===== src/lcs_pkg.sv =====
// package of offsets, field positions, reset values and timing for the laser channel safety control
package lcs_pkg;
  // register offsets (6-bit register address space)
  localparam logic [5:0] ADDR_FAULT_STATUS_A = 6'h00;
  localparam logic [5:0] ADDR_CHANNEL_STATUS_B = 6'h01;
  localparam logic [5:0] ADDR_CH1_CTRL = 6'h13;
  localparam logic [5:0] ADDR_CH2_CTRL = 6'h18;
  localparam logic [5:0] ADDR_COMBINE = 6'h1b;
  localparam logic [5:0] ADDR_MASKS = 6'h1d;
  localparam logic [5:0] ADDR_RANGE = 6'h1e;
  // fault_status_a bit positions
  localparam int FA_RAM_READY = 0;
  localparam int FA_MAIN_DROPOUT = 1;
  localparam int FA_RAM_CHECK = 2;
  localparam int FA_OVERHEAT = 3;
  localparam int FA_CH2_OVC = 4;
  localparam int FA_CH1_OVC = 5;
  localparam int FA_OSC = 6;
  localparam int FA_SETUP_TIMEOUT = 7;
  // channel_status_b bit positions, channel 2 sits CH_STRIDE higher
  localparam int CB_LOOP_STATE = 0;
  localparam int CB_MONITOR_SEEN = 1;
  localparam int CB_HEADROOM = 2;
  localparam int CB_SUPPLY_DROPOUT = 3;
  localparam int CH_STRIDE = 4;
  // control register fields (0x13 / 0x18)
  localparam int CTRL_HEADROOM_LSB = 2;
  localparam int CTRL_PULSE = 7;
  // combine bit at 0x1b
  localparam int COMBINE_BIT = 6;
  // mask register fields at 0x1d
  localparam int MASK_OSC = 0;
  localparam int MASK_CH1_HEADROOM = 2;
  localparam int MASK_CH2_HEADROOM = 3;
  // range fields at 0x1e
  localparam int RANGE_CH1_LSB = 0;
  localparam int RANGE_CH2_LSB = 4;
  // reset values
  localparam logic [7:0] RST_CTRL = 8'h00;
  localparam logic [7:0] RST_COMBINE = 8'h00;
  localparam logic [7:0] RST_MASKS = 8'h0c;
  localparam logic [7:0] RST_RANGE = 8'h00;
  localparam logic [1:0] RST_OFF_BITS = 2'h3;
  localparam logic [7:0] RST_FAULT_A = 8'h03;
  localparam logic [7:0] RST_CHAN_B = 8'h88;
  // timing
  localparam int CLK_HZ = 50_000_000;
  localparam int APC_PAUSE_US = 300;
  // pause length in cycles
  localparam int APC_PAUSE_CYCLES = APC_PAUSE_US * (CLK_HZ / 1_000_000);
  localparam int PULSE_MAX_KHZ = 300;
endpackage


===== src/lcs_sync.sv =====
// two-flop synchroniser for a bank of asynchronous level inputs
`timescale 1ns/100ps
module lcs_sync #(
  parameter int WIDTH = 1
) (
  input wire logic clk,
  input wire logic reset_n,
  input wire logic [WIDTH-1:0] async_in,
  output logic [WIDTH-1:0] sync_out
);
  // first stage is read only by the second stage
  logic [WIDTH-1:0] meta_r;

  // ==========
  // two stages, nothing taps the first
  always_ff @(posedge clk)
  begin
    if (!reset_n)
    begin
      meta_r <= '0;
      sync_out <= '0;
    end
    else
    begin
      meta_r <= async_in;
      sync_out <= meta_r;
    end
  end
endmodule


===== src/lcs_pause_timer.sv =====
// pause-length timer that drops pulsed optical power loop regulation after a long gate-off
`timescale 1ns/100ps
module lcs_pause_timer #(
  parameter int PAUSE_CYCLES = lcs_pkg::APC_PAUSE_CYCLES
) (
  input wire logic clk,
  input wire logic reset_n,
  input wire logic armed,
  input wire logic gate_on,
  output logic timed_out
);
  localparam int CW = $clog2(PAUSE_CYCLES + 1);
  logic [CW-1:0] count_r;
  logic [CW-1:0] count_nxt;
  logic hit;

  // refused at elaboration
  if (PAUSE_CYCLES < 1)
  begin : g_bad_pause
    $error("pause length must be at least one cycle");
  end

  // ==========
  // counting only while armed and gated off; saturates at the limit
  assign hit = (count_r == CW'(PAUSE_CYCLES));
  assign count_nxt = (!armed || gate_on) ? '0 : (hit ? count_r : count_r + 1'b1);

  always_ff @(posedge clk)
  begin
    if (!reset_n)
      count_r <= '0;
    else
      count_r <= count_nxt;
  end

  // timeout holds until the gate comes back on or the mode leaves
  assign timed_out = hit;
endmodule


===== src/lcs_top.sv =====
// laser channel safety control top: flags, masks, gating, combine, range
//
// Summary of operation
// - two-bit headroom code per channel to comparator
// - headroom alarm sets status, pin unless masked
// - oscillator fault reaches pin unless masked
// - headroom alarm masks reset to one
// - open select or mode pin disables both
// - off bit resets one, keeps channel off
// - pending status errors disable channels
// - status changes signalled unless individually masked; live loop state bits never signal
// - fault_status_a bit layout at 0x00
// - channel_status_b bit layout at 0x01
// - status read acknowledges its reported errors
// - power-on sets dropout and ram flags
// - standby exit sets main dropout flag
// - overcurrent, heat, ram, timeout force off
// - pulse enable bit seven, resets zero
// - pulsed mode: gate pin switches current
// - pulsed power loop pause timeout, none for current loop
// - pulsed mode suppresses overcurrent in some cases
// - linear reference curve disables overcurrent
// - combine parallels channel 2, regulates channel 1
// - range fields, combined ranges add
// - supply dropout clear on read, mismatch in combine
// - oscillator failure sets flag and signals
`timescale 1ns/100ps
module lcs_top #(
  parameter int PAUSE_CYCLES = lcs_pkg::APC_PAUSE_CYCLES
) (
  input wire logic clk,
  input wire logic reset_n,
  // register port from the serial engine
  input wire logic [5:0] reg_addr,
  input wire logic reg_wr,
  input wire logic reg_rd,
  input wire logic [7:0] reg_wdata,
  output logic [7:0] reg_rdata,
  // asynchronous comparator and pin-state inputs
  input wire logic [1:0] headroom_cmp,
  input wire logic [1:0] overcurrent_cmp,
  input wire logic overheat_cmp,
  input wire logic main_supply_low,
  input wire logic [1:0] channel_supply_low,
  input wire logic supply_mismatch,
  input wire logic osc_watchdog_fail,
  input wire logic interface_pin_open_fault,
  input wire logic mode_pin_open_fault,
  input wire logic [1:0] channel_gate_pin,
  // same-domain events from neighbouring logic
  input wire logic ram_check_fault,
  input wire logic setup_timeout,
  input wire logic standby_exit,
  input wire logic [1:0] loop_state_in,
  input wire logic [1:0] monitor_enabled,
  // fields owned elsewhere in the register map
  input wire logic [1:0] current_loop_select,
  input wire logic [1:0] ch_limit_zero,
  input wire logic [1:0] reference_curve_select,
  input wire logic [1:0] simulate_overcurrent,
  // outputs
  output logic fault_out_pin_n,
  output logic [1:0] ch1_headroom_select,
  output logic [1:0] ch2_headroom_select,
  output logic [1:0] laser_enable,
  output logic [1:0] current_on,
  output logic [1:0] regulation_hold,
  output logic [1:0] overcurrent_active,
  output logic channel_combine,
  output logic [1:0] ch1_range_factor,
  output logic [1:0] ch2_range_factor,
  output logic [2:0] combined_range_sel
);
  // ==========
  // configuration and status registers
  logic [7:0] ch_ctrl_r [2];       // per-channel control, 0x13 and 0x18
  logic [7:0] combine_r;           // combine register
  logic [7:0] masks_r;             // error mask register
  logic [7:0] range_r;             // range register
  logic [1:0] off_bits_r;          // channel off bits
  logic [7:0] fault_a_r;           // fault_status_a
  logic [7:0] chan_b_r;            // channel_status_b
  logic fault_pin_r;               // registered error pin level (high = error)
  logic [1:0] pulse_enable;
  logic [1:0] apc_timeout;

  // ==========
  // synchronisers for asynchronous inputs
  localparam int NSYNC = 14;
  logic [NSYNC-1:0] async_bus;
  logic [NSYNC-1:0] sync_bus;
  assign async_bus = {channel_gate_pin, mode_pin_open_fault, interface_pin_open_fault, osc_watchdog_fail,
                      supply_mismatch, channel_supply_low, main_supply_low, overheat_cmp, overcurrent_cmp,
                      headroom_cmp};

  lcs_sync #(.WIDTH(NSYNC)) u_sync (
    .clk(clk),
    .reset_n(reset_n),
    .async_in(async_bus),
    .sync_out(sync_bus)
  );

  logic [1:0] s_headroom;
  logic [1:0] s_ovc;
  logic s_heat;
  logic s_main_low;
  logic [1:0] s_ch_low;
  logic s_mismatch;
  logic s_osc;
  logic s_ins_open;
  logic s_mode_open;
  logic [1:0] s_gate;
  assign s_headroom = sync_bus[1:0];
  assign s_ovc = sync_bus[3:2];
  assign s_heat = sync_bus[4];
  assign s_main_low = sync_bus[5];
  assign s_ch_low = sync_bus[7:6];
  assign s_mismatch = sync_bus[8];
  assign s_osc = sync_bus[9];
  assign s_ins_open = sync_bus[10];
  assign s_mode_open = sync_bus[11];
  assign s_gate = sync_bus[13:12];

  // ==========
  // address decode
  logic hit_a;
  logic hit_b;
  logic hit_c1;
  logic hit_c2;
  logic hit_comb;
  logic hit_mask;
  logic hit_rng;
  logic read_a;
  logic read_b;
  assign hit_a = (reg_addr == lcs_pkg::ADDR_FAULT_STATUS_A);
  assign hit_b = (reg_addr == lcs_pkg::ADDR_CHANNEL_STATUS_B);
  assign hit_c1 = (reg_addr == lcs_pkg::ADDR_CH1_CTRL);
  assign hit_c2 = (reg_addr == lcs_pkg::ADDR_CH2_CTRL);
  assign hit_comb = (reg_addr == lcs_pkg::ADDR_COMBINE);
  assign hit_mask = (reg_addr == lcs_pkg::ADDR_MASKS);
  assign hit_rng = (reg_addr == lcs_pkg::ADDR_RANGE);
  assign read_a = reg_rd && hit_a;  // acknowledges fault_status_a
  assign read_b = reg_rd && hit_b;  // acknowledges channel_status_b

  // ==========
  // overcurrent qualification per channel
  logic [1:0] ovc_event;
  genvar gi;
  generate
    for (gi = 0; gi < 2; gi++)
    begin : g_ovc
      // pulsed: current loop or zero limit disables detection
      // linear reference curve disables detection
      assign overcurrent_active[gi] = !reference_curve_select[gi] &&
                                      !(pulse_enable[gi] && (current_loop_select[gi] || ch_limit_zero[gi]));
      assign ovc_event[gi] = (s_ovc[gi] && overcurrent_active[gi]) || simulate_overcurrent[gi];
    end
  endgenerate

  // ==========
  // status event vectors; set wins over read-clear
  logic [7:0] set_a;
  logic [7:0] set_b;
  logic [7:0] keep_b;
  logic [7:0] next_a;
  logic [7:0] next_b;
  logic ch2_supply_evt;
  logic ch1_supply_evt;
  // in combine, ch1 flag watches both supplies, ch2 flag the mismatch
  assign ch1_supply_evt = s_ch_low[0] || (channel_combine && s_ch_low[1]);
  assign ch2_supply_evt = channel_combine ? s_mismatch : s_ch_low[1];

  // fault_status_a layout
  assign set_a[lcs_pkg::FA_RAM_READY] = 1'b0;
  assign set_a[lcs_pkg::FA_MAIN_DROPOUT] = s_main_low || standby_exit;
  assign set_a[lcs_pkg::FA_RAM_CHECK] = ram_check_fault;
  assign set_a[lcs_pkg::FA_OVERHEAT] = s_heat;
  assign set_a[lcs_pkg::FA_CH2_OVC] = ovc_event[1];
  assign set_a[lcs_pkg::FA_CH1_OVC] = ovc_event[0];
  assign set_a[lcs_pkg::FA_OSC] = s_osc;
  assign set_a[lcs_pkg::FA_SETUP_TIMEOUT] = setup_timeout;

  // channel_status_b layout, channel 2 one stride up
  generate
    for (gi = 0; gi < 2; gi++)
    begin : g_stb
      localparam int B = gi * lcs_pkg::CH_STRIDE;
      assign set_b[B + lcs_pkg::CB_LOOP_STATE] = 1'b0;
      assign set_b[B + lcs_pkg::CB_MONITOR_SEEN] = monitor_enabled[gi];
      assign set_b[B + lcs_pkg::CB_HEADROOM] = s_headroom[gi];
      assign set_b[B + lcs_pkg::CB_SUPPLY_DROPOUT] = (gi == 0) ? ch1_supply_evt : ch2_supply_evt;
      // current state is live, not latched
      assign keep_b[B + lcs_pkg::CB_LOOP_STATE] = 1'b0;
      assign keep_b[B + lcs_pkg::CB_MONITOR_SEEN] = 1'b1;
      assign keep_b[B + lcs_pkg::CB_HEADROOM] = 1'b1;
      assign keep_b[B + lcs_pkg::CB_SUPPLY_DROPOUT] = 1'b1;
    end
  endgenerate

  // read clears the register, a concurrent event survives
  assign next_a = (read_a ? 8'h00 : fault_a_r) | set_a;
  assign next_b = ((read_b ? 8'h00 : chan_b_r) & keep_b) | set_b |
                  {3'h0, loop_state_in[1], 3'h0, loop_state_in[0]};

  // ==========
  // status registers, power-on values set the dropout and ram flags
  always_ff @(posedge clk)
  begin
    if (!reset_n)
    begin
      fault_a_r <= lcs_pkg::RST_FAULT_A;
      chan_b_r <= lcs_pkg::RST_CHAN_B;
    end
    else
    begin
      fault_a_r <= next_a;
      chan_b_r <= next_b;
    end
  end

  // ==========
  // configuration writes
  always_ff @(posedge clk)
  begin
    if (!reset_n)
    begin
      ch_ctrl_r[0] <= lcs_pkg::RST_CTRL;  // pulse bit resets zero
      ch_ctrl_r[1] <= lcs_pkg::RST_CTRL;
      combine_r <= lcs_pkg::RST_COMBINE;
      masks_r <= lcs_pkg::RST_MASKS;      // headroom masks reset to one
      range_r <= lcs_pkg::RST_RANGE;
    end
    else if (reg_wr)
    begin
      if (hit_c1)
        ch_ctrl_r[0] <= reg_wdata;
      else if (hit_c2)
        ch_ctrl_r[1] <= reg_wdata;
      else if (hit_comb)
        combine_r <= reg_wdata;
      else if (hit_mask)
        masks_r <= reg_wdata;
      else if (hit_rng)
        range_r <= reg_wdata;
    end
  end

  // off bits sit in bit 0 of each control register, one at reset
  always_ff @(posedge clk)
  begin
    if (!reset_n)
      off_bits_r <= lcs_pkg::RST_OFF_BITS;
    else if (reg_wr && hit_c1)
      off_bits_r[0] <= reg_wdata[0];
    else if (reg_wr && hit_c2)
      off_bits_r[1] <= reg_wdata[0];
  end

  // ==========
  // register read mux; unmapped reads return zero
  logic [7:0] rdata_nxt;
  assign rdata_nxt = hit_a ? fault_a_r :
                     hit_b ? chan_b_r :
                     hit_c1 ? {ch_ctrl_r[0][7:1], off_bits_r[0]} :
                     hit_c2 ? {ch_ctrl_r[1][7:1], off_bits_r[1]} :
                     hit_comb ? combine_r :
                     hit_mask ? masks_r :
                     hit_rng ? range_r : 8'h00;

  always_ff @(posedge clk)
  begin
    if (!reset_n)
      reg_rdata <= 8'h00;
    else if (reg_rd)
      reg_rdata <= rdata_nxt;
  end

  // ==========
  // field extraction
  assign ch1_headroom_select = ch_ctrl_r[0][lcs_pkg::CTRL_HEADROOM_LSB +: 2];
  assign ch2_headroom_select = ch_ctrl_r[1][lcs_pkg::CTRL_HEADROOM_LSB +: 2];
  assign pulse_enable = {ch_ctrl_r[1][lcs_pkg::CTRL_PULSE], ch_ctrl_r[0][lcs_pkg::CTRL_PULSE]};
  assign channel_combine = combine_r[lcs_pkg::COMBINE_BIT];
  assign ch1_range_factor = range_r[lcs_pkg::RANGE_CH1_LSB +: 2];
  assign ch2_range_factor = range_r[lcs_pkg::RANGE_CH2_LSB +: 2];
  // combined range: the two codes are summed for the mirror select
  assign combined_range_sel = channel_combine ? ({1'b0, ch1_range_factor} + {1'b0, ch2_range_factor})
                                              : {1'b0, ch1_range_factor};

  // ==========
  // pulsed optical power loop pause timers
  generate
    for (gi = 0; gi < 2; gi++)
    begin : g_pause
      lcs_pause_timer #(.PAUSE_CYCLES(PAUSE_CYCLES)) u_pause (
        .clk(clk),
        .reset_n(reset_n),
        .armed(pulse_enable[gi] && !current_loop_select[gi]),  // none in current loop
        .gate_on(s_gate[gi]),
        .timed_out(apc_timeout[gi])
      );
    end
  endgenerate

  // ==========
  // channel enable logic
  logic any_pending;
  logic pin_open;
  logic hard_fault;
  logic [1:0] ch_allowed;
  assign any_pending = (|fault_a_r) || (|(chan_b_r & ~8'h33));  // pending status errors
  assign pin_open = s_ins_open || s_mode_open;
  // forced off regardless of ack
  assign hard_fault = s_heat || ram_check_fault || setup_timeout || (|ovc_event);
  generate
    for (gi = 0; gi < 2; gi++)
    begin : g_en
      assign ch_allowed[gi] = !off_bits_r[gi] && !any_pending && !pin_open && !hard_fault;
    end
  endgenerate

  // combined mode needs both channels allowed; channel 2 only parallels
  logic [1:0] en_nxt;
  assign en_nxt[0] = channel_combine ? (&ch_allowed) : ch_allowed[0];
  assign en_nxt[1] = channel_combine ? (&ch_allowed) : ch_allowed[1];

  always_ff @(posedge clk)
  begin
    if (!reset_n)
    begin
      laser_enable <= 2'h0;
      current_on <= 2'h0;
      regulation_hold <= 2'h0;
    end
    else
    begin
      laser_enable <= en_nxt;
      // pulsed: gate pin switches current, regulator holds point
      current_on <= en_nxt & s_gate;
      regulation_hold <= pulse_enable & ~s_gate & ~apc_timeout;
    end
  end

  // ==========
  // error pin: any unmasked flag newly set or standing
  logic [7:0] mask_a;
  logic [7:0] mask_b;
  assign mask_a = {1'b0, masks_r[lcs_pkg::MASK_OSC], 6'h00};
  assign mask_b = {1'b0, masks_r[lcs_pkg::MASK_CH2_HEADROOM], 3'h0, masks_r[lcs_pkg::MASK_CH1_HEADROOM], 2'h0};
  logic fault_pin_nxt_w;
  // live loop state bits never flag the pin
  assign fault_pin_nxt_w = (|(next_a & ~mask_a)) || (|(next_b & ~mask_b & ~8'h11));

  always_ff @(posedge clk)
  begin
    if (!reset_n)
      fault_pin_r <= 1'b1;
    else
      fault_pin_r <= fault_pin_nxt_w;
  end
  assign fault_out_pin_n = !fault_pin_r;
endmodule


===== config.mk =====
export PLATFORM = sky130hd
export DESIGN_NAME = lcs_top
export DESIGN_NICKNAME = d
export VERILOG_FILES = /design/src/lcs_pkg.sv /design/src/lcs_sync.sv /design/src/lcs_pause_timer.sv /design/src/lcs_top.sv
export SDC_FILE = /design/constraint.sdc
export NUM_CORES = 1
export LEC_CHECK = 0
export ABC_AREA = 1
export BUFFER_PORTS_ARGS = -buffer_cell sky130_fd_sc_hd__buf_2
export CELL_PAD_IN_SITES_DETAIL_PLACEMENT = 1
export CELL_PAD_IN_SITES_GLOBAL_PLACEMENT = 1
export CORE_AREA = 2 2 116 118
export DETAILED_ROUTE_END_ITERATION = 16
export DIE_AREA = 0 0 118 120
export PLACE_DENSITY_LB_ADDON = 0.1
export SLEW_MARGIN = 30
export SYNTH_ARGS = -nofsm -noshare
export SYNTH_HDL_FRONTEND = slang
export SYNTH_SLANG_ARGS = --single-unit

===== constraint.sdc =====
create_clock -name clk -period 2.4 [get_ports clk]
set_clock_uncertainty 0.1 [all_clocks]
set_input_delay 0.36 -clock clk [delete_from_list [all_inputs] [get_ports clk]]
set_output_delay 0.36 -clock clk [all_outputs]
set_load 0.05 [all_outputs]

# After elaboration in Yosys (flattened, before gate mapping)
# Memory sizes are Yosys's and may differ from the RTL's.
# Index checks and enable logic that the tools add are counted.
# Widths: inputs -> output; s select.
word_totals:
  ff_bits: 113
  latchBits: 0
  ramBits: 16
  mem_bits_ro: 0
  output_inout_bits: 29
  elab_cells: 133
  mem_count: 1
memory_table:
  columns: ["name", "depth", "word_bits", "read_ports", "rd_clocked_by_memory_dff", "wr", "line", "rtl"]
  rows:
  - ["ch_ctrl_r", 2, 8, 2, 0, 2, "lcs_top.sv:76", "logic [7:0] ch_ctrl_r [2];"]
op_classes:
  add_sub_neg: 3
  multipliers: 0
  div: 0
  order_cmp: 0
  n_eq_ne: 8
  shift: 0
  n_mux: 25
  n_bitwise: 20
  n_reduce_logical: 60
op_table:
  columns: ["operator", "count"]
  rows:
  - ["$mux 8", 11]
  - ["$eq 6x5->1 const B", 5]
  - ["$add 14x1->14 const B", 2]
  - ["$eq 14x14->1 const B", 2]
  - ["$logic_and 1x1->1", 19]
  - ["$and 8x8->8", 2]
  - ["$not 7->8", 2]
  - ["$or 8x8->8", 2]
  - ["$reduce_or 8->1", 2]
  - ["$logic_not 1->1", 14]
  - ["$logic_or 1x1->1", 14]
  - ["$mux 1", 13]
  - ["$or 8x5->8", 1]
  - ["$and 2x2->2", 3]
  - ["$eq 6x1->1 const B", 1]
  - ["$logic_not 6->1", 1]
  - ["$not 1->1", 6]
  - ["$reduce_and 6->1", 1]
  - ["$reduce_or 2->1", 3]
  - ["$reduce_or 6->1", 1]
  - ["$reduce_and 5->1", 1]
  - ["$not 2->2", 2]
  - ["$reduce_and 2->1", 2]
  - ["$reduce_and 4->1", 1]
  - ["other kinds (4)", 5]

# Longest topological paths before layout
depth:
  depth_word: 13
  mapped_depth: 11

# Hierarchy
# From an unflattened synthesis, not the netlist that was laid out.
unflattened:
  cells_unflattened: 808
  area_unflattened_um2: 5947.0
modules_own_cells:
  columns: ["module", "n_inst", "cells_each", "area_each_um2", "seq_area_each_um2"]
  rows:
  - ["lcs_top", 1, 451, 3463.3, 1561.5]
  - ["lcs_pause_timer", 2, 135, 839.6, 280.3]
  - ["lcs_sync", 1, 87, 804.5, 560.5]

# Least setup slack after synthesis
# No wires, ideal clock.
synth_path:
  kind: "register to output"
  startpoint: "register range_r[0]"
  endpoint: "output combined_range_sel[1]"
  t_arrival_ns: 2.061
  required_time_ns: 1.940
  setup_slack_ns: -0.121
  stages_incl_launch_ff: 5
  cell_sequence: "dfxtp_1 > ha_1 > inv_1 > fa_1 > o21ai_0"
synth_via:
  elab_chain_len: 2
synth_lines:
  columns: ["element", "line", "rtl"]
  rows:
  - ["start, declared", "lcs_top.sv:79", "logic [7:0] range_r;"]
  - ["start signal, assigned", "lcs_top.sv:231", "range_r <= lcs_pkg::RST_RANGE;"]
  - ["start signal, assigned", "lcs_top.sv:244", "range_r <= reg_wdata;"]
  - ["$add 2x2->3", "lcs_top.sv:287", "assign combined_range_sel = channel_combine ? ({1'b0, ch1_range_factor} + {1'b0, ch2_range_factor})"]
  - ["$mux 3", "lcs_top.sv:287", null]
  - ["end, declared", "lcs_top.sv:72", "output logic [2:0] combined_range_sel"]
# No other way between the ends.

# Worst setup path in the final report
# Same ends and word-level chain as after synthesis.

==> impl_metrics.csv <==
group,metric,value,unit
synthesis,yosysTopAreaCellShare,41.5,%
synthesis,async_reset_ff_share,0,%
timing,fin_setup_tns,0,ns
critical_path,crit_fanout,4,
critical_path,cp.arrival,1.84,ns
drt,drt_first_pass_iters,4,
timing,holdWs,0.0219,ns
timing,rsz0062_at_grt,"no",
timing,setup_viol,0,
global_routing,grt_pass1_vias,5080,
drt,ant_nets,0,
cts,clock_path_buffers,2,
synthesis,yosysMostFrequentCell,"nand2_1",
synthesis,synth-edff-count,14,
outcome,outcome,"finished clean",
global_routing,grt.total_usage,22.1,%
critical_path,path_cells,"ha_1, inv_1, fa_1, o21ai_1, clkbuf_4",
cts,cts.htree.levels,4,
cts,cts_tree,"built",
timing,max_freq,434,MHz
critical_path,crit_path_end_kind,"output port",
synthesis,ys_ff_latch,127,
global_routing,grt_pass1_wl,24300,um
drt,routed-via-count,4792,
timing,fin_crit_sh,95.9,%
cts,cts_hold_buf,0,
cts,clk_latency,0.42,ns
hold_path,hp-class,"primary input to flip-flop",
critical_path,crit_path_start_kind,"flip-flop",
floorplanning,pin_count,76,
cts,cts_root_buf,"clkbuf_16",
global_routing,grt_overflow,0,
floorplanning,fp.dieH,120,um
synthesis,syn_nets,774,
synthesis,synthTopCellsByArea,"dfxtp_1 42%, nand2_1 9.2%, inv_1 9.0%",
critical_path,max_stage_delay,0.43,ns
drt,drt_iter0_markers,192,
floorplanning,initial_utilization,42.0,%
placement,gp_congestion,0.855,
timing,slew_viol_final,0,
synthesis,synth.yosys.warnings,0,
global_routing,grt_max_degree,61,
floorplanning,die_x,118,um
job,cap_violations,0,
power,powerDensity,803,nW/um2
placement,hpwl,11200,um
finish,multiInputGateArea,2140,um2
floorplanning,rows,42,
drt,wl_per_cell,15.2,um
finish,nFillCells,1652,
finish,drive_above_1_share,17.0,%
cts,cts_buffers,17,
placement,numPortBuffers,75,
synthesis,synth.largest_area_cell,"dfxtp_1",
drt,drc,0,
critical_path,cpMaxStageDelayCell,"fa_1",
finish,area.growth.synth_to_final,21.7,%
finish,seq_area,2680,um2
timing,hold_viol_final,0,
drt,finalWirelength,15000,um
critical_path,worstPathRequired,1.94,ns
cts,cts_sinks,127,
drt,vias_per_cell,4.85,
synthesis,synth_cells,721,
finish,n_antenna_cell,0,
synthesis,avgSynthCellArea,7.56,um2
floorplanning,fp.dieArea,14200,um2
finish,nets,853,
timing,slew_headroom,61.4,%
critical_path,crit_type,"flip-flop to output port",
synthesis,ys.flop_type,"dfxtp_1",
timing,worstMarginPinSlew,0.575,ns
timing,finalCriticalPeriod,2.30,ns
global_routing,grt_antenna_before_repair,0,
power,p_leak,3.10,nW
synthesis,synthDistinctLibCells,41,
synthesis,yosys-top-cells-count,"134 x nand2_1, 130 x inv_1, 113 x dfxtp_1",
synthesis,syn-cell-area,5450,um2
synthesis,yosysSeqAreaShare,49.2,%
floorplanning,core,13000,um2
cts,clk_pin_slew_worst_paths,0.06,ns
power,peakVddDrop,0.491,mV
## state kept, by name (all words and copies together) (netlist names)
name and count:
g_pause.u_pause.count_r 28, ch_ctrl_r 14, u_sync.meta_r 14, u_sync.sync_out 14
chan_b_r 8, combine_r 8, fault_a_r 8, masks_r 8
range_r 8, reg_rdata 8, current_on 2, laser_enable 2
off_bits_r 2, regulation_hold 2, fault_pin_r 1
## cell usage in the layout (no fill, tap or decap), types with 3 or more instances in the layout
| cell | count |
|---|---|
| nand2_2 | 5 |
| bufinv_16 | 4 |
| o21ai_1 | 4 |
| a21oi_1 | 65 |
| clkinv_2 | 4 |
| nor2_2 | 3 |
| a31oi_1 | 3 |
| dfxtp_1 | 113 |
| nand4_1 | 11 |
| nor2_1 | 89 |
| ha_1 | 5 |
| a22oi_1 | 3 |
| inv_1 | 130 |
| nor3_1 | 12 |
| a211oi_1 | 3 |
| a21oi_2 | 3 |
| o21ai_0 | 42 |
| nand3_1 | 28 |
| clkbuf_16 | 18 |
| inv_2 | 3 |
| buf_4 | 6 |
| nand2_1 | 134 |
| o211ai_1 | 6 |
| edfxtp_1 | 14 |
| buf_2 | 74 |
## power by group
group	switching (W)	total (W)	internal [W]
logic	0.000200	0.000291	0.0000904
clock network	0.000971	0.00280	0.00183
registers	0.0000320	0.00224	0.00220
## critical path, delay by kind of cell, from the launching register on
family          cells  cell delay, ns
fa+ha+maj           2            0.60
compound gates      1            0.14
buf+inv             2            0.29
flops               1            0.39
## final timing paths
kind,start,to,slack (ns),cells past startpoint
worst min register to register,u_sync.meta_r[6],u_sync.sync_out[6],0.32,2
worst max register to register,g_pause[0].u_pause.count_r[1],g_pause[0].u_pause.count_r[12],0.66,8
worst max-delay path,range_r[0],combined_range_sel[1],0.1,5
worst min-delay path,channel_gate_pin[0],u_sync.meta_r[12],0.02,3
## cells by family (layout without fill, tap and decap cells)
group	Yosys count	count (layout)	synth area share, %
compound gates	132	132	13.1
xor+xnor	2	2	0.321
fa+ha+maj	6	6	1.52
buf+inv	156	248	11.6
flops	127	127	49.2
simple gates	298	298	24.2
## per-layer routing
| layer | part of all wire (%) | global-route usage [%] | vias up |
|---|---|---|---|
| li1 | - | - | 2434 |
| met1 | 45 | 26.1 | 2258 |
| met2 | 50 | 39.2 | 85 |
| met3 | 3.5 | 4.80 | 15 |
| met4 | 1.6 | 8.58 | 0 |
| met5 | 0 | 0 | - |
## area by class of cell
cell class	instances	share of cell area (%)
Tap cell	176	3.32
Timing Repair Buffer	82	6.68
Clock inverter	13	2.75
Sequential cell	127	40.4
Inverter	134	7.62
Multi-Input combinational cell	438	32.2
Clock buffer	19	7.00
## through the flow
stage / worst slack, ns / std cells / utilization (%) / power, W / area, um2
after floorplan: 0.244 / 721 / - / 0.00245 / 5450
after global placement: 0.438 / 957 / 46.1 / 0.00256 / 5980
after detailed placement: 0.416 / 957 / 46.1 / 0.00257 / 5980
after CTS: 0.0452 / 989 / 51.1 / 0.00538 / 6630
after global routing: 0.00141 / 989 / 51.1 / 0.00550 / 6630
final: 0.0982 / 989 / 51.1 / 0.00533 / 6630
## timing repair
action,in CTS,in global routing
buffers inserted,0,0
setup endpoints to repair,0,1
resized for setup,0,1
(Power assumes the default switching activity.)
